===== src/hw/fcis_pkg.sv =====
// fcis_pkg: constants, register map and types of the flash command host.
// assumes a 40 MHz system clock and a byte-wide asynchronous flash on pins.
package fcis_pkg;

   // ------------------------------------------------------------------
   // timing
   // ------------------------------------------------------------------
   localparam int unsigned CLK_MHZ      = 40;
   localparam int unsigned T_WE_LOW_NS  = 50;   // write strobe low time
   localparam int unsigned T_WE_HIGH_NS = 50;   // data hold after strobe rise
   localparam int unsigned T_ACC_NS     = 100;  // read access time
   localparam int unsigned SYNC_STAGES  = 2;
   localparam int unsigned WP_CYC  = (T_WE_LOW_NS * CLK_MHZ + 999) / 1000;
   localparam int unsigned WPH_CYC = (T_WE_HIGH_NS * CLK_MHZ + 999) / 1000;
   localparam int unsigned ACC_CYC = (T_ACC_NS * CLK_MHZ + 999) / 1000;
   localparam int unsigned RD_CYC  = ACC_CYC + SYNC_STAGES + 2;
   // give-up limit for status polling, in cycles (5 s at 40 MHz)
   localparam logic [31:0] POLL_LIMIT_DEF = 32'd200000000;

   // ------------------------------------------------------------------
   // flash bus and command bytes
   // ------------------------------------------------------------------
   localparam int unsigned AW = 19;
   localparam int unsigned DW = 8;
   localparam logic [18:0] UNLOCK1_ADDR    = 19'h05555;
   localparam logic [7:0]  UNLOCK1_DATA    = 8'haa;
   localparam logic [18:0] UNLOCK2_ADDR    = 19'h02aaa;
   localparam logic [7:0]  UNLOCK2_DATA    = 8'h55;
   localparam logic [7:0]  CMD_PROGRAM     = 8'ha0;
   localparam logic [7:0]  CMD_ERASE_SETUP = 8'h80;
   localparam logic [7:0]  CMD_BLOCK_ERASE = 8'h30;
   localparam logic [7:0]  CMD_CHIP_ERASE  = 8'h10;
   localparam logic [7:0]  CMD_READ_ARRAY  = 8'hf0;
   localparam logic [2:0]  LAST_PROGRAM    = 3'd3;
   localparam logic [2:0]  LAST_ERASE      = 3'd5;
   localparam logic [2:0]  LAST_RESET      = 3'd2;

   // status byte of the flash
   localparam int unsigned POLLING_BIT     = 7;
   localparam int unsigned TOGGLE_BIT      = 6;
   localparam int unsigned ERROR_BIT       = 5;
   localparam int unsigned ERASE_TIMER_BIT = 3;
   localparam logic [7:0]  STAT_MASK       = 8'he8;

   // ------------------------------------------------------------------
   // software registers
   // ------------------------------------------------------------------
   localparam logic [7:0]  OFS_CMD    = 8'h00;
   localparam logic [7:0]  OFS_ADDR   = 8'h04;
   localparam logic [7:0]  OFS_WDATA  = 8'h08;
   localparam logic [7:0]  OFS_STATUS = 8'h0c;
   localparam logic [7:0]  OFS_RDATA  = 8'h10;
   localparam logic [18:0] ADDR_RST   = 19'h00000;
   localparam logic [7:0]  WDATA_RST  = 8'hff;
   localparam int unsigned ST_BUSY    = 0;
   localparam int unsigned ST_DONE    = 1;
   localparam int unsigned ST_FAIL    = 2;
   localparam int unsigned ST_TMO     = 3;
   localparam int unsigned ST_BYTE    = 8;

   typedef enum logic [2:0] {
      OP_READ        = 3'b000,
      OP_PROGRAM     = 3'b001,
      OP_BLOCK_ERASE = 3'b010,
      OP_CHIP_ERASE  = 3'b011,
      OP_RESET       = 3'b100
   } fcis_op_type;

   typedef enum logic [2:0] {
      S_IDLE  = 3'b000,
      S_WSET  = 3'b001,
      S_WLOW  = 3'b010,
      S_WHIGH = 3'b011,
      S_RLOW  = 3'b100,
      S_RCHK  = 3'b101
   } fcis_state_type;

endpackage


===== src/hw/fcis_sync.sv =====
// fcis_sync: two-stage synchroniser for the flash data pins.
// assumes the pins change outside sys_clk_i timing; two flops per bit.
`timescale 1ns/100ps
module fcis_sync
   import fcis_pkg::*;
(
   input  wire logic          sys_clk_i,
   input  wire logic          nrst_i,
   input  wire logic [DW-1:0] pin_i,
   output logic      [DW-1:0] sync_o
);

   // ------------------------------------------------------------------
   // per-bit double flop; the first stage feeds only the second
   // ------------------------------------------------------------------
   logic [DW-1:0] meta_q;

   for (genvar b = 0; b < DW; b++) begin : g_bit
      always_ff @(posedge sys_clk_i or negedge nrst_i) begin
         if (!nrst_i) begin
            meta_q[b] <= 1'b0;
            sync_o[b] <= 1'b0;
         end else begin
            meta_q[b] <= pin_i[b];
            sync_o[b] <= meta_q[b];
         end
      end
   end

endmodule


===== src/hw/fcis_host.sv =====
// fcis_host: host controller that drives a byte-wide flash command interface.
// assumes the flash pins connect directly; software uses a simple strobe port.
//
// Implementation choices: the plain strobed port and the register addresses.
`timescale 1ns/100ps
module fcis_host
   import fcis_pkg::*;
#(
   parameter logic [31:0] POLL_LIMIT = POLL_LIMIT_DEF
)(
   input  wire logic          sys_clk_i,
   input  wire logic          nrst_i,
   input  wire logic [7:0]    reg_addr_i,
   input  wire logic [31:0]   reg_wdata_i,
   input  wire logic          reg_wr_i,
   input  wire logic          reg_rd_i,
   output logic      [31:0]   reg_rdata_o,
   output logic      [AW-1:0] flash_addr_o,
   output logic      [DW-1:0] flash_dq_o,
   output logic               flash_dq_oe_n_o,
   input  wire logic [DW-1:0] flash_dq_i,
   output logic               flash_ce_n_o,
   output logic               flash_we_n_o,
   output logic               flash_oe_n_o
);

   // ------------------------------------------------------------------
   // declarations
   // ------------------------------------------------------------------
   fcis_state_type  state_q;
   fcis_op_type     op_q;
   logic [3:0]      cnt_q;
   logic [2:0]      step_q;
   logic [2:0]      last_step;
   logic [AW-1:0]   addr_q;
   logic [DW-1:0]   wdata_q;
   logic [DW-1:0]   dq_sync;
   logic [DW-1:0]   rd_byte_q;
   logic [DW-1:0]   stat_q;
   logic [DW-1:0]   rdata_q;
   logic [31:0]     poll_cnt_q;
   logic            busy_q;
   logic            done_q;
   logic            fail_q;
   logic            tmo_q;
   logic            err_seen_q;
   logic            start;
   logic            op_ok;
   logic            is_erase;
   logic            exp_bit;
   logic [AW-1:0]   lk_addr;
   logic [DW-1:0]   lk_data;

   fcis_sync u_sync (
      .sys_clk_i (sys_clk_i),
      .nrst_i    (nrst_i),
      .pin_i     (flash_dq_i),
      .sync_o    (dq_sync)
   );

   // ------------------------------------------------------------------
   // command decode
   // ------------------------------------------------------------------
   // undefined op codes never start anything
   assign op_ok    = (reg_wdata_i[2:0] <= OP_RESET);
   assign start    = reg_wr_i && (reg_addr_i == OFS_CMD) && !busy_q && op_ok;
   assign is_erase = (op_q == OP_BLOCK_ERASE) || (op_q == OP_CHIP_ERASE);
   // expected polling bit once finished: data bit for program, one for erase
   assign exp_bit  = (op_q == OP_PROGRAM) ? wdata_q[POLLING_BIT] : 1'b1;

   // last write step of each instruction
   assign last_step = (op_q == OP_PROGRAM) ? LAST_PROGRAM :
                      (is_erase ? LAST_ERASE : LAST_RESET);

   // address and byte of each write cycle of the instruction
   always_comb begin
      lk_addr = UNLOCK1_ADDR;
      lk_data = UNLOCK1_DATA;
      unique case (step_q)
         3'd0, 3'd3: begin
            if (op_q == OP_PROGRAM && step_q == 3'd3) begin
               lk_addr = addr_q;
               lk_data = wdata_q;
            end
         end
         3'd1, 3'd4: begin
            lk_addr = UNLOCK2_ADDR;
            lk_data = UNLOCK2_DATA;
         end
         3'd2: begin
            unique case (op_q)
               OP_PROGRAM:                    lk_data = CMD_PROGRAM;
               OP_BLOCK_ERASE, OP_CHIP_ERASE: lk_data = CMD_ERASE_SETUP;
               default:                       lk_data = CMD_READ_ARRAY;
            endcase
         end
         default: begin
            // erase confirm: block address or chip-wide code
            lk_addr = (op_q == OP_BLOCK_ERASE) ? addr_q : UNLOCK1_ADDR;
            lk_data = (op_q == OP_BLOCK_ERASE) ? CMD_BLOCK_ERASE : CMD_CHIP_ERASE;
         end
      endcase
   end

   // ------------------------------------------------------------------
   // bus sequencer: write cycles, then status polling reads
   // ------------------------------------------------------------------
   always_ff @(posedge sys_clk_i or negedge nrst_i) begin
      if (!nrst_i) begin
         state_q         <= S_IDLE;
         op_q            <= OP_READ;
         cnt_q           <= 4'h0;
         step_q          <= 3'h0;
         busy_q          <= 1'b0;
         done_q          <= 1'b0;
         fail_q          <= 1'b0;
         tmo_q           <= 1'b0;
         err_seen_q      <= 1'b0;
         rd_byte_q       <= 8'h00;
         stat_q          <= 8'h00;
         rdata_q         <= 8'h00;
         flash_addr_o    <= ADDR_RST;
         flash_dq_o      <= 8'h00;
         flash_dq_oe_n_o <= 1'b1;
         flash_ce_n_o    <= 1'b1;
         flash_we_n_o    <= 1'b1;
         flash_oe_n_o    <= 1'b1;
      end else begin
         unique case (state_q)
            S_IDLE: begin
               if (start) begin
                  op_q       <= fcis_op_type'(reg_wdata_i[2:0]);
                  step_q     <= 3'h0;
                  cnt_q      <= 4'h0;
                  busy_q     <= 1'b1;
                  done_q     <= 1'b0;
                  fail_q     <= 1'b0;
                  tmo_q      <= 1'b0;
                  err_seen_q <= 1'b0;
                  // plain reads need no command; all else opens with writes
                  state_q    <= (reg_wdata_i[2:0] == OP_READ) ? S_RLOW : S_WSET;
               end
            end
            S_WSET: begin
               flash_addr_o    <= lk_addr;
               flash_dq_o      <= lk_data;
               flash_dq_oe_n_o <= 1'b0;
               flash_ce_n_o    <= 1'b0;
               state_q         <= S_WLOW;
            end
            S_WLOW: begin
               // address is stable before the strobe falls
               flash_we_n_o <= 1'b0;
               if (cnt_q == 4'(WP_CYC - 1)) begin
                  cnt_q   <= 4'h0;
                  state_q <= S_WHIGH;
               end else begin
                  cnt_q <= cnt_q + 4'h1;
               end
            end
            S_WHIGH: begin
               // data kept driven past the rising strobe
               flash_we_n_o <= 1'b1;
               if (cnt_q == 4'(WPH_CYC - 1)) begin
                  cnt_q           <= 4'h0;
                  flash_ce_n_o    <= 1'b1;
                  flash_dq_oe_n_o <= 1'b1;
                  if (step_q != last_step) begin
                     step_q  <= step_q + 3'h1;
                     state_q <= S_WSET;
                  end else if (op_q == OP_RESET) begin
                     busy_q  <= 1'b0;
                     done_q  <= 1'b1;
                     state_q <= S_IDLE;
                  end else begin
                     state_q <= S_RLOW;
                  end
               end else begin
                  cnt_q <= cnt_q + 4'h1;
               end
            end
            S_RLOW: begin
               // polls stay on the target address of the instruction
               flash_addr_o    <= addr_q;
               flash_dq_oe_n_o <= 1'b1;
               flash_ce_n_o    <= 1'b0;
               flash_oe_n_o    <= 1'b0;
               if (cnt_q == 4'(RD_CYC - 1)) begin
                  cnt_q     <= 4'h0;
                  rd_byte_q <= dq_sync;
                  state_q   <= S_RCHK;
               end else begin
                  cnt_q <= cnt_q + 4'h1;
               end
            end
            S_RCHK: begin
               // strobes released so the next read is a fresh edge
               flash_ce_n_o <= 1'b1;
               flash_oe_n_o <= 1'b1;
               if (op_q == OP_READ) begin
                  rdata_q <= rd_byte_q;
                  busy_q  <= 1'b0;
                  done_q  <= 1'b1;
                  state_q <= S_IDLE;
               end else begin
                  stat_q <= rd_byte_q & STAT_MASK;
                  if (rd_byte_q[POLLING_BIT] == exp_bit) begin
                     rdata_q <= rd_byte_q;
                     busy_q  <= 1'b0;
                     done_q  <= 1'b1;
                     state_q <= S_IDLE;
                  end else if (poll_cnt_q >= POLL_LIMIT ||
                               (rd_byte_q[ERROR_BIT] && err_seen_q)) begin
                     // stuck poll or real error: a read-array reset clears the flag
                     tmo_q   <= (poll_cnt_q >= POLL_LIMIT);
                     fail_q  <= 1'b1;
                     op_q    <= OP_RESET;
                     step_q  <= 3'h0;
                     state_q <= S_WSET;
                  end else begin
                     // error needs a second read: polling may flip at that moment
                     err_seen_q <= err_seen_q | rd_byte_q[ERROR_BIT];
                     state_q    <= S_RLOW;
                  end
               end
            end
            default: state_q <= S_IDLE;
         endcase
      end
   end

   // ------------------------------------------------------------------
   // software writes of target address and data byte
   // ------------------------------------------------------------------
   // changes are refused while busy so polls keep one address
   always_ff @(posedge sys_clk_i or negedge nrst_i) begin
      if (!nrst_i) begin
         addr_q  <= ADDR_RST;
         wdata_q <= WDATA_RST;
      end else if (reg_wr_i && !busy_q && reg_addr_i == OFS_ADDR) begin
         addr_q <= reg_wdata_i[AW-1:0];
      end else if (reg_wr_i && !busy_q && reg_addr_i == OFS_WDATA) begin
         wdata_q <= reg_wdata_i[DW-1:0];
      end
   end

   // ------------------------------------------------------------------
   // poll time budget
   // ------------------------------------------------------------------
   always_ff @(posedge sys_clk_i or negedge nrst_i) begin
      if (!nrst_i) begin
         poll_cnt_q <= 32'h0;
      end else if (state_q == S_IDLE || state_q == S_WSET) begin
         poll_cnt_q <= 32'h0;
      end else if (poll_cnt_q != 32'hffffffff) begin
         poll_cnt_q <= poll_cnt_q + 32'h1;
      end
   end

   // ------------------------------------------------------------------
   // register read port, data one cycle after the strobe
   // ------------------------------------------------------------------
   always_ff @(posedge sys_clk_i or negedge nrst_i) begin
      if (!nrst_i) begin
         reg_rdata_o <= 32'h0;
      end else if (reg_rd_i) begin
         unique case (reg_addr_i)
            OFS_CMD:    reg_rdata_o <= {29'h0, op_q};
            OFS_ADDR:   reg_rdata_o <= {13'h0, addr_q};
            OFS_WDATA:  reg_rdata_o <= {24'h0, wdata_q};
            OFS_STATUS: reg_rdata_o <= {16'h0, stat_q, 4'h0, tmo_q, fail_q, done_q, busy_q};
            OFS_RDATA:  reg_rdata_o <= {24'h0, rdata_q};
            default:    reg_rdata_o <= 32'h0;
         endcase
      end else begin
         reg_rdata_o <= 32'h0;
      end
   end
endmodule


===== config.mk =====
export PLATFORM = sky130hd
export DESIGN_NAME = fcis_host
export DESIGN_NICKNAME = d
export VERILOG_FILES = /design/src/hw/fcis_pkg.sv /design/src/hw/fcis_sync.sv /design/src/hw/fcis_host.sv
export SDC_FILE = /design/constraint.sdc
export NUM_CORES = 1
export LEC_CHECK = 0
export BUFFER_PORTS_ARGS = -buffer_cell sky130_fd_sc_hd__buf_4
export CORE_MARGIN = 5
export CORE_UTILIZATION = 40
export DETAILED_ROUTE_END_ITERATION = 6
export PLACE_DENSITY = 0.71
export SLEW_MARGIN = 20
export SYNTH_ARGS = -nofsm -noshare
export SYNTH_HDL_FRONTEND = slang
export SYNTH_SLANG_ARGS = --single-unit

===== constraint.sdc =====
create_clock -name sys_clk_i -period 2.3 [get_ports sys_clk_i]
set_clock_uncertainty 0.05 [all_clocks]
set_input_delay 0.23 -clock sys_clk_i [delete_from_list [all_inputs] [get_ports sys_clk_i]]
set_output_delay 0.23 -clock sys_clk_i [all_outputs]
set_load 0.1 [all_outputs]

; ---- After elaboration in Yosys (flattened, before gate mapping)
; Index checks and enable logic that the tools add are counted.
[totals]
regBits = 176
inputBits = 52
out_inout_bits = 63
[classes]
addsub = 3
n_lt_le_gt_ge = 2
eq_ne = 34
n_mux = 75
n_bitwise = 3
reduce_logical = 44
[op_table]
columns = cell, count
row1 = $mux 32, 3
row2 = $pmux 19 s5, 1
row3 = $mux 3, 22
row4 = $pmux 19 s3, 1
row5 = $mux 19, 2
row6 = $pmux 19 s2, 1
row7 = $add 32x1->32 const B, 1
row8 = $ge 32x28->1 const B, 1
row9 = $ne 32x32->1 const B, 1
row10 = $mux 8, 3
row11 = $pmux 8 s3, 1
row12 = $mux 1, 23
row13 = $ne 2x2->1 const B, 11
row14 = $eq 3x2->1 const B, 6
row15 = $pmux 3 s6, 1
row16 = $eq 8x4->1 const B, 2
row17 = $pmux 7 s2, 1
row18 = $reduce_and 2->1, 7
row19 = $eq 3x3->1 const B, 4
row20 = $logic_not 3->1, 4
row21 = $mux 4, 3
row22 = $pmux 1 s3, 4
row23 = $pmux 4 s3, 1
row24 = $reduce_bool 2->1, 6
row25 = other kinds (27), 51

; ---- Depth between registers and ports, before layout
; Gate-level depths: netlist of run 1.
[depth]
depth_word = 8
mapped_depth = 8
mapped_depth_nobuf = 7

; ---- Cells and area by module
; From an unflattened synthesis of run 1, not the netlist that was laid out.
[hier_totals]
cells_unflattened = 705
area_unflattened_um2 = 7460.9
[modules_own_cells]
columns = module, instances, cells_per_inst, area_per_inst_um2, seq_area_each_um2
row1 = fcis_host, 1, 689, 7060.5, 3693.5
row2 = fcis_sync, 1, 16, 400.4, 400.4

; ---- Least setup slack after synthesis of run 1
; No wires, ideal clock.
[synth_path]
path_kind = register to register
start = reg op_q[1]
end = reg step_q[2]
setup_ns = 0.125
arrival_ns = 2.007
required_time_ns = 2.125
setup_slack_ns = 0.118
path_stages_with_launch = 7
path_buffers = 1
cell_sequence = dfrtp_1 > buf_2 > or4b_1 > o211ai_2 > o2bb2ai_1 > a211oi_1 > mux2_2
[synth_via]
elab_chain_cells = 7
elab_cells_between_ends = 14
classes_between = eq/ne: 8 / mux: 3 / reduce/logical: 3
[synth_rtl]
columns = element, line_no
row1 = from (decl), fcis_host.sv:31  ; fcis_op_type op_q;
row2 = from (signal assigned), fcis_host.sv:132  ; op_q <= fcis_op_type'(reg_wdata_i[2:0]);
row3 = $eq 3x2->1, fcis_host.sv:67  ; assign is_erase = (op_q == OP_BLOCK_ERASE) || (op_q == OP_CHIP_ERASE);
row4 = $logic_or 1x1->1, fcis_host.sv:67
row5 = $mux 3, fcis_host.sv:73  ; (is_erase ? LAST_ERASE : LAST_RESET);
row6 = $mux 3, fcis_host.sv:72  ; assign last_step = (op_q == OP_PROGRAM) ? LAST_PROGRAM :
row7 = $ne 3x3->1, fcis_host.sv:168  ; if (step_q != last_step) begin
row8 = $ne 2x2->1 (no source line), --
row9 = $reduce_and 7->1 (no source line) (*), --
row10 = to (signal assigned), fcis_host.sv:169  ; step_q <= step_q + 3'h1;
row11 = to (decl), fcis_host.sv:33  ; logic [2:0] step_q;
; Every way passes the cells marked *; elsewhere a longest branch is shown, timed or not.
; A chain may end at the register's enable or synchronous reset.

; ---- Worst setup path in the final report of run 1
[layout_path]
start = reg poll_cnt_q[20]
end = reg tmo_q
[layout_via]
elab_chain_cells = 5
elab_cells_between_ends = 8
classes_between = order compare: 1 / eq/ne: 1 / mux: 4 / reduce/logical: 2
[layout_rtl]
columns = element, line_no
row1 = from (decl), fcis_host.sv:41  ; logic [31:0] poll_cnt_q;
row2 = from (signal assigned), fcis_host.sv:256  ; poll_cnt_q <= poll_cnt_q + 32'h1;
row3 = $ge 32x28->1 (*), "fcis_host.sv:212, fcis_host.sv:215"
row4 = $mux 1, fcis_host.sv:212  ; end else if (poll_cnt_q >= POLL_LIMIT ||
row5 = $mux 1, fcis_host.sv:207  ; if (rd_byte_q[POLLING_BIT] == exp_bit) begin
row6 = $mux 1, fcis_host.sv:200  ; if (op_q == OP_READ) begin
row7 = $pmux 1 s2, fcis_host.sv:129  ; unique case (state_q)
row8 = to (signal assigned), fcis_host.sv:215  ; tmo_q <= (poll_cnt_q >= POLL_LIMIT);
row9 = to (decl), fcis_host.sv:45  ; logic tmo_q;
; Every way passes the cells marked *; elsewhere a longest branch is shown, timed or not. The select of a mux whose other input is x is not followed.

==> impl_metrics.toml, run 1 <==
[status]
status = "complete, but fails checks"
violations = "DRC"

[setup_path]
crit_arrival_ps = 2480
crit_cells = 7
r2r_end = "tmo_q$_DFFE_PN0P_"
crit_fanout = 4
cp-endpoint = "tmo_q$_DFFE_PN0P_"
r2r_setup_slack_ps = 80
worstSetupPathType = "reg2reg"
required_ps = 2560
cp-start-kind = "flop"
crit_buf_inv = 2
ff2ff_path_depth = 7
reg2reg_from = "poll_cnt_q[20]$_DFFE_PN0P_"
slowest_delay_ps = 390
critPathLaunch = "poll_cnt_q[20]$_DFFE_PN0P_"
crit_chain = "or3b_1 -> a211oi_2 -> a2111oi_0 -> buf_4 -> or3_1 -> buf_4 -> a22o_1"
end_kind = "flop"
critical_path.top_delay_family = "simple AND/OR/NAND/NOR gates"
crit_path_frequent_cell = "buf_4"
crit_path_top_delay_cell = "or3b_1"

[place]
dp_hpwl_um = 13300
place_area_um2 = 8750
port_buffers = 88
gp_congestion = 0.829

[logic_synthesis]
ys_ff_latch = 163
synth_ff_type = "dfrtp_1"
synthCells = 705
synth.distinct_cells = 71
yosysWarnings = 0
syn_area_per_cell_um2 = 10.7
synth-edff-count = 0
async_flop_share_pct = 100
seq_area_frac_synth_pct = 54.2
synth_area_um2 = 7560

[final_layout]
final_area_um2 = 9630
final_cell_mix = "dfrtp_1, buf_4, nand2_1, mux2_2, a21oi_1"
final_util_pct = 51.6
fill_cells = 1628
diodes = 0
drive_gt1_share_pct = 29.3
layout_commonest_cell = "dfrtp_1"
regArea_um2 = 4100
area_growth_pct = 27.4
multi_input_comb_area_um2 = 3230
layout.nets = 918

[routing]
wl_per_cell_um = 16.4
via_per_inst = 5.37
drt-initial-drc-count = 382
ant_nets = 0
wl_um = 18100
vias = 5929
drcViolationCount = 2
drt-pass1-iter-count = 7

[timing]
tightest_slew_ps = 674
fmax_mhz = 451
fin_crit_ps = 2220
post-route-period-util_pct = 96.4
setup_tns_ps = 0
finalHoldViolCount = 0
slew_viol_final = 0
finalSetupViolCount = 0
max-slew-margin-rel_pct = 54.7
rsz0062_at_grt = "false"

[clock_network]
numCtsBuffers = 17
clk_pin_slew_ps = 70
cts_tree = "built"
cts.sinks = 163
ctsLongestPathBuffers = 2
cts_root_buf = "clkbuf_16"
clock_latency_ps = 430
htreeDepth = 4

[die]
start_util_pct = 40.5
die-height_um = 147
coreArea_um2 = 18600
die-area_um2 = 21700
placementRows = 50
die_w_um = 147
ios = 115

[grt]
grt_max_degree = 46
overflow = 0
gr-usage-met2_pct = 28.1
grt_usage_pct = 16.7
grt_use_met3_pct = 3.49
grt-busiest-layer = "met2"
antenna_found_initial = 0
grt_pass1_wl_um = 29500
grt_pass1_vias = 5775
met1_usage_pct = 22.2

[min_path]
worstHoldPathType = "in2reg"

[pwr]
ir_drop_mv = 0.561
p_per_area_nw_per_um2 = 1090
p_leak_nw = 4.40

[job]
max_cap_viol_count = 0
## how the worst min path moves through the flow
stage / startpoint / end / slack [ps] / cells past startpoint
6_report: reg_wdata_i[7] / wdata_q[7]$_DFFE_PN1P_ / 20 / 2
5_1_grt: reg_wdata_i[7] / wdata_q[7]$_DFFE_PN1P_ / 20 / 2
4_1_cts: reg_wdata_i[7] / wdata_q[7]$_DFFE_PN1P_ / 5 / 2
3_5_place_dp: nrst_i / reg_rdata_o[16]$_DFF_PN0_ / 100 / 1
3_3_place_gp: nrst_i / addr_q[10]$_DFFE_PN0P_ / 100 / 1
2_1_floorplan: nrst_i / addr_q[0]$_DFFE_PN0P_ / -120 / 0
## power by group
group | total (W) | switching [W] | internal (W)
logic | 0.00399 | 0.00288 | 0.00111
registers | 0.00373 | 0.000390 | 0.00334
clock network | 0.00278 | 0.00132 | 0.00146
total | 0.0105 | 0.00459 | 0.00591
## flip-flops by register name, indices dropped and copies added, names as in the netlist, 4 cells and up
signal	cells
flash_addr_o	19
rdata_q	8
wdata_q	8
reg_rdata_o	19
stat_q	4
flash_dq_o	8
cnt_q	4
u_sync.sync_o	8
rd_byte_q	8
u_sync.meta_q	8
addr_q	19
poll_cnt_q	32
## through the flow
| step | power (W) | hold WS (ps) | instances | setup WS (ps) |
|---|---|---|---|---|
| after global placement | 0.00764 | 101 | 1046 | 51.3 |
| after detailed placement | 0.00771 | 98.8 | 1046 | 29.0 |
| final | 0.0105 | 22.5 | 1104 | 83.4 |
| after floorplan | 0.00665 | -116 | 717 | 118 |
| after CTS | 0.0105 | 4.84 | 1104 | 21.3 |
| after global routing | 0.0110 | 16.1 | 1104 | 19.6 |
## synth_stat cells, types with 2 or more instances
library cell	number	share of area, %
and3b_1	3	0.35
mux2i_1	3	0.40
mux2_2	46	6.9
nor3_1	7	0.46
nor4bb_1	2	0.26
nand2b_1	6	0.50
nand4b_1	3	0.35
a31oi_1	3	0.25
dfrtp_1	151	50
and2_1	6	0.50
nor4_1	5	0.41
o211ai_1	3	0.30
nand3_1	25	1.7
buf_2	7	0.46
a22o_1	3	0.35
and3_1	16	1.3
a211oi_1	7	0.70
a21o_1	4	0.40
or4_1	16	1.6
dfstp_2	12	4.2
nor3b_1	4	0.40
ha_1	9	1.5
nand4_1	5	0.41
nor2_1	43	2.1
a222oi_1	8	1.1
clkbuf_1	21	1.0
o2111ai_1	2	0.23
a2111oi_0	2	0.23
inv_1	18	0.89
a22oi_1	15	1.5
and4_1	2	0.23
o21ai_0	37	2.4
o2bb2ai_1	3	0.35
o31ai_1	12	1.2
o21bai_1	2	0.20
nand2_1	74	3.7
xnor2_1	3	0.35
o22ai_1	3	0.25
buf_6	2	0.30
nor2b_1	7	0.58
or2_2	5	0.41
or3_1	12	0.99
a21oi_1	45	3.0
buf_4	15	1.5
o21ai_1	2	0.13
## metal layers
layer | share of wire, % | vias up
met5 | 0 | -
met4 | 1.2 | 0
met3 | 4.0 | 19
met2 | 49 | 136
met1 | 45 | 2913
li1 | - | 2861
## cell type report
cell class                      count  area share [%]
Timing Repair Buffer              166            14.2
Tap cell                          234            3.04
Sequential cell                   163            42.6
Clock inverter                     15            1.59
Inverter                           18           0.702
Multi-Input combinational cell    491            33.5
Clock buffer                       17            4.42
## repair_timing
action	in CTS	in global routing
setup endpoints to repair	0	9
resized for setup	0	7
endpoints found under the hold margin	101	0
buffers inserted	0	0
hold buffers	26	0
## logic make-up (layout without fill, tap and decap cells)
| family | count (synthesis) | in the layout | share of synthesized area [%] |
|---|---|---|---|
| and+or+nand+nor | 251 | 251 | 17.9 |
| muxes | 50 | 50 | 7.45 |
| adders and majority gates | 9 | 9 | 1.49 |
| buffers and inverters | 63 | 216 | 4.19 |
| DFF | 163 | 163 | 54.2 |
| other | 1 | 13 | 0.0496 |
| xor gates and xnor gates | 4 | 4 | 0.464 |
| AOI/OAI and AO/OA | 164 | 164 | 14.3 |
No activity file was read; power rests on OpenSTA's default activity.
==> inputs of run 2 (changes only) <==
--- a/config.mk
+++ b/config.mk
@@ -6,10 +6,12 @@
 export NUM_CORES = 1
 export LEC_CHECK = 0
 export BUFFER_PORTS_ARGS = -buffer_cell sky130_fd_sc_hd__buf_4
+export CELL_PAD_IN_SITES_DETAIL_PLACEMENT = 0
+export CELL_PAD_IN_SITES_GLOBAL_PLACEMENT = 2
 export CORE_MARGIN = 5
-export CORE_UTILIZATION = 40
+export CORE_UTILIZATION = 33
 export DETAILED_ROUTE_END_ITERATION = 6
-export PLACE_DENSITY = 0.71
+export PLACE_DENSITY = 0.84
 export SLEW_MARGIN = 20
 export SYNTH_ARGS = -nofsm -noshare
 export SYNTH_HDL_FRONTEND = slang
==> impl_metrics.toml, run 2 (synthesis results as in run 1) <==
[pwr]
p_per_area_nw_per_um2 = 1090
power_w = 0.0105
p_leak_nw = 4.39
ir_drop_mv = 0.565

[status]
status = "finished, final reports clean"

[setup_path]
ff2ff_path_depth = 6
crit_chain = "nor4_2 -> a211oi_2 -> a2111oi_0 -> buf_4 -> or3_1 -> mux2_4"
end_kind = "flop"
worstSetupPathType = "reg2reg"
crit_path_top_delay_cell = "a2111oi_0"
crit_fanout = 5
r2r_end = "op_q[2]$_DFFE_PN0P_"
cp-start-kind = "flop"
crit_arrival_ps = 2480
slowest_delay_ps = 440
required_ps = 2550
r2r_setup_slack_ps = 70
reg2reg_from = "poll_cnt_q[12]$_DFFE_PN0P_"

[grt]
overflow = 0
grt_usage_pct = 14.9
grt_pass1_wl_um = 31200
antenna_found_initial = 0
grt_pass1_vias = 5841
grt_max_degree = 61

[clock_network]
cts_tree = "built"
post_cts_buffers = 0
cts_root_buf = "clkbuf_16"
cts.sinks = 163
ctsLongestPathBuffers = 2
numCtsBuffers = 17
htreeDepth = 4
clock_latency_ps = 420
clk_pin_slew_ps = 70

[timing]
setup_tns_ps = 0
post-route-period-util_pct = 97.0
slew_viol_final = 0
max-slew-margin-rel_pct = 62.1
finalHoldViolCount = 0
fmax_mhz = 448
tightest_slew_ps = 569
fin_crit_ps = 2230
finalSetupViolCount = 0
rsz0062_at_grt = "false"

[final_layout]
final_area_um2 = 9670
layout_commonest_cell = "dfrtp_1"
diodes = 0
area_growth_pct = 27.9
final_cell_mix = "dfrtp_1, buf_4, nand2_1, mux2_2, a21oi_1"
multi_input_comb_area_um2 = 3220
fill_cells = 2202
layout.nets = 918
largest_reg_flops = 32
largest_register = "poll_cnt_q"
drive_gt1_share_pct = 29.2
regArea_um2 = 4090
final_util_pct = 42.8

[place]
port_buffers = 88
place_area_um2 = 8820
dp_hpwl_um = 13900
gp_congestion = 0.817

[die]
die-area_um2 = 26000
coreArea_um2 = 22600
ios = 115
die-height_um = 161
die_w_um = 161
placementRows = 55
start_util_pct = 33.5

[routing]
ant_nets = 0
via_per_inst = 5.12
wl_um = 19200
drt-pass1-iter-count = 6
wl_per_cell_um = 16.6
vias = 5911
drcViolationCount = 0
drt-initial-drc-count = 334

[min_path]
hold_depth = 2
worstHoldPathType = "in2reg"
hold_end = "addr_q[7]$_DFFE_PN0P_"
hp-start = "reg_wdata_i[7]"

[job]
max_cap_viol_count = 0
## run 2: how the worst max path moves through the flow
stage / from / endpoint / depth (start not counted)
final: poll_cnt_q[12]$_DFFE_PN0P_ / op_q[2]$_DFFE_PN0P_ / 6
after CTS: poll_cnt_q[20]$_DFFE_PN0P_ / op_q[2]$_DFFE_PN0P_ / 6
after detailed placement: reg_addr_i[1] / step_q[2]$_DFFE_PN0P_ / 7
after floorplan: op_q[1]$_DFFE_PN0P_ / step_q[2]$_DFFE_PN0P_ / 6
after global placement: poll_cnt_q[20]$_DFFE_PN0P_ / op_q[2]$_DFFE_PN0P_ / 6
after global routing: poll_cnt_q[31]$_DFFE_PN0P_ / op_q[2]$_DFFE_PN0P_ / 6
## run 2: metal layers
metal	global-route usage, %	share of wire, %
met1	20.4	46
met2	24.4	49
met3	2.53	3.9
met4	4.27	1.1
met5	0	0
## run 2: cell type report
class,count,area share (%)
Clock buffer,18,4.54
Timing Repair Buffer,166,13.9
Sequential cell,163,42.3
Tap cell,285,3.69
Multi-Input combinational cell,491,33.3
Clock inverter,14,1.45
Inverter,18,0.699
## run 2: per-stage QoR
step / std cells / hold slack, ps / worst slack, ps
3_5_place_dp: 1099 / 203 / 24.3
4_1_cts: 1154 / 1.73 / 31.6
5_1_grt: 1155 / 0.366 / 5.22
6_report: 1155 / 34.2 / 69.0
3_3_place_gp: 1099 / 198 / 50.6
2_1_floorplan: 717 / -116 / 118
## run 2: where the power goes
part / switching [W] / internal, W
Combinational: 0.00292 / 0.00112
Sequential: 0.000371 / 0.00334
Clock: 0.00129 / 0.00147
Total: 0.00458 / 0.00592
## run 2: repair_timing
item	CTS	global route
gates resized for setup	0	6
setup endpoints to repair	0	13
hold buffers	23	1
endpoints found under the hold margin	74	1
## run 2: critical path, delay by kind of cell, from the launching register on
family | cells | cell delay [ps]
DFF | 1 | 420
buffers and inverters | 1 | 190
and+or+nand+nor | 2 | 560
AOI/OAI and AO/OA | 2 | 570
muxes | 1 | 320
==> inputs of run 3 (changes only) <==
--- a/config.mk
+++ b/config.mk
@@ -5,13 +5,14 @@
 export SDC_FILE = /design/constraint.sdc
 export NUM_CORES = 1
 export LEC_CHECK = 0
+export ABC_AREA = 1
 export BUFFER_PORTS_ARGS = -buffer_cell sky130_fd_sc_hd__buf_4
 export CELL_PAD_IN_SITES_DETAIL_PLACEMENT = 0
 export CELL_PAD_IN_SITES_GLOBAL_PLACEMENT = 2
 export CORE_MARGIN = 5
-export CORE_UTILIZATION = 33
+export CORE_UTILIZATION = 31
 export DETAILED_ROUTE_END_ITERATION = 6
-export PLACE_DENSITY = 0.84
+export PLACE_DENSITY = 0.86
 export SLEW_MARGIN = 20
 export SYNTH_ARGS = -nofsm -noshare
 export SYNTH_HDL_FRONTEND = slang
==> impl_metrics.toml, run 3 <==
[pwr]
p_leak_nw = 4.91
ir_drop_mv = 1.09
p_per_area_nw_per_um2 = 1180

[setup_path]
required_ps = 2600
r2r_end = "flash_addr_o[4]$_DFFE_PN0N_"
crit_arrival_ps = 2350
end_kind = "flop"
slowest_delay_ps = 450
cp-start-kind = "flop"
r2r_setup_slack_ps = 250
ff2ff_path_depth = 8
crit_path_frequent_cell = "o21ai_0"
worstSetupPathType = "reg2reg"
crit_fanout = 7
crit_path_top_delay_cell = "dfrtp_1"
crit_chain = "ha_1 -> ha_1 -> o21bai_1 -> nor2_1 -> o21ai_0 -> nand3_1 -> o21ai_0 -> o21ai_0"
reg2reg_from = "step_q[0]$_DFFE_PN0P_"

[final_layout]
fill_cells = 2660
regArea_um2 = 4090
largest_reg_flops = 32
final_cell_mix = "nand2_1, dfrtp_1, buf_4, inv_1, nor2_1"
diodes = 0
largest_register = "poll_cnt_q"
fin_cells = 1445
final_util_pct = 39.1
final_area_um2 = 9860
area_growth_pct = 24.0
layout.nets = 1163
drive_gt1_share_pct = 19.2
layout_commonest_cell = "nand2_1"
multi_input_comb_area_um2 = 3300

[routing]
drt-initial-drc-count = 386
via_per_inst = 4.58
wl_um = 21200
dr_wl_met2_um = 10100
wl_met3_um = 903
drt-pass1-iter-count = 5
wl_per_cell_um = 14.6
vias = 6611
highest-signal-layer = "met4"
drcViolationCount = 0
ant_nets = 0
wirelength_met1_um = 9830

[logic_synthesis]
synth.distinct_cells = 42
yosysWarnings = 0
synth_top_area_share_pct = 47.5
ys_ff_latch = 163
synth_ff_type = "dfrtp_1"
synth_area_leaders = "dfrtp_1, nand2_1, o21ai_0"
async_flop_share_pct = 100
synth_most_common_cell = "nand2_1"
synth_area_um2 = 7950
yosys-top-cells-count = "nand2_1, dfrtp_1, inv_1"
yosys.area.top_type = "dfrtp_1"
synthCells = 974
synth-edff-count = 0
syn_area_per_cell_um2 = 8.16
seq_area_frac_synth_pct = 51.5

[clock_network]
cts_tree = "built"
cts.sinks = 163
post_cts_buffers = 0
clk_pin_slew_ps = 70
cts_root_buf = "clkbuf_16"
ctsLongestPathBuffers = 2
post_cts_resized = 0
clock_latency_ps = 430
numCtsBuffers = 17
htreeDepth = 4

[timing]
finalSetupViolCount = 0
rsz0062_at_grt = "false"
setup_ws_ps = 249
finalHoldViolCount = 0
slew_viol_final = 0
fmax_mhz = 488
setup_tns_ps = 0
max-slew-margin-rel_pct = 57.4
fin_crit_ps = 2050
tightest_slew_ps = 639
post-route-period-util_pct = 89.2

[grt]
grt_usage_pct = 15.0
grt_pass1_vias = 6534
antenna_found_initial = 0
grt_max_degree = 61
grt_pass1_wl_um = 34700
overflow = 0

[status]
status = "finished, final reports clean"

[min_path]
hold_end = "wdata_q[6]$_DFFE_PN1P_"
worstHoldPathType = "in2reg"
hp-start = "reg_wdata_i[6]"
hold_depth = 3

[die]
die_w_um = 170
coreArea_um2 = 25200
placementRows = 58
die-height_um = 170
die-area_um2 = 28900
ios = 115
start_util_pct = 31.6

[job]
max_cap_viol_count = 0

[place]
gp_congestion = 0.868
port_buffers = 88
dp_hpwl_um = 16200
dp_worst_setup_slack_ps = 290
dpl.cell_count = 1393
place_area_um2 = 9080
[run 3: cell types whose count changed after synthesis, sizes merged, moves of 12 or more]
cell,before,now
and3,16,1
nand2,75,266
inv,18,109
mux2,47,14
nor2,43,115
o21ai,39,92
a21oi,45,33
nand3,25,73
or4,16,0
or3,13,0
a22oi,15,0
clkbuf,21,5
[run 3: metal layers]
layer / track usage [%] / vias to the layer above
li1: - / 3382
met2: 25.1 / 119
met3: 3.02 / 21
met1: 19.9 / 3089
met4: 4.06 / 0
met5: 0 / -
[run 3: kinds of logic (layout without fill, tap and decap cells)]
group,count (synthesis),in the layout,synth area share (%)
adder cells (fa/ha/maj),9,9,1.42
flip-flops,163,163,51.5
AND/OR/NAND/NOR,497,497,27.3
AO/OA/AOI/OAI,143,143,9.59
XOR/XNOR,6,6,0.661
multiplexers,14,14,1.98
buffers and inverters,141,270,7.49
other,1,13,0.0472
[run 3: area by class of cell]
class	count	area share, %
Clock buffer	17	4.32
Clock inverter	15	1.55
Inverter	109	4.15
Multi-Input combinational cell	682	33.5
Sequential cell	163	41.5
Tap cell	330	4.19
Timing Repair Buffer	129	10.8
[run 3: per-stage QoR]
| stage | total power, W | hold WS, ps |
|---|---|---|
| floorplan | 0.00760 | -116 |
| global placement | 0.00891 | 235 |
| detailed placement | 0.00895 | 235 |
| CTS | 0.0118 | 3.77 |
| global route | 0.0124 | 14.6 |
| finish | 0.0117 | 22.5 |
[run 3: where the power goes]
part	internal (W)	switching, W	total (W)
Clock	0.00145	0.00134	0.00279
Combinational	0.00124	0.00387	0.00511
Sequential	0.00338	0.000372	0.00375
Total	0.00607	0.00558	0.0117
[run 3: worst max-delay path: cells and delay by family (launching register included)]
| family | cells | cell delay [ps] |
|---|---|---|
| AO/OA/AOI/OAI | 4 | 600 |
| flip-flops | 1 | 450 |
| AND/OR/NAND/NOR | 2 | 450 |
| adder cells (fa/ha/maj) | 2 | 430 |
[run 3: worst max-delay path by stage]
stage                                from                      endpoint  slack (ps)  depth (start not counted)
finish              step_q[0]$_DFFE_PN0P_   flash_addr_o[4]$_DFFE_PN0N_         250                          8
global route        step_q[0]$_DFFE_PN0P_  flash_addr_o[12]$_DFFE_PN0N_          20                         11
CTS                 step_q[0]$_DFFE_PN0P_   flash_addr_o[6]$_DFFE_PN0N_         250                          8
detailed placement  step_q[0]$_DFFE_PN0P_   flash_addr_o[6]$_DFFE_PN0N_         290                          8
global placement    step_q[0]$_DFFE_PN0P_   flash_addr_o[4]$_DFFE_PN0N_         290                          8
floorplan           step_q[0]$_DFFE_PN0P_   flash_addr_o[0]$_DFFE_PN0N_         600                          8
[run 3: what timing repair did]
action                                  CTS  global route
endpoints found under the setup margin    0             0
hold buffers                             20             0
endpoints found under the hold margin    72             0
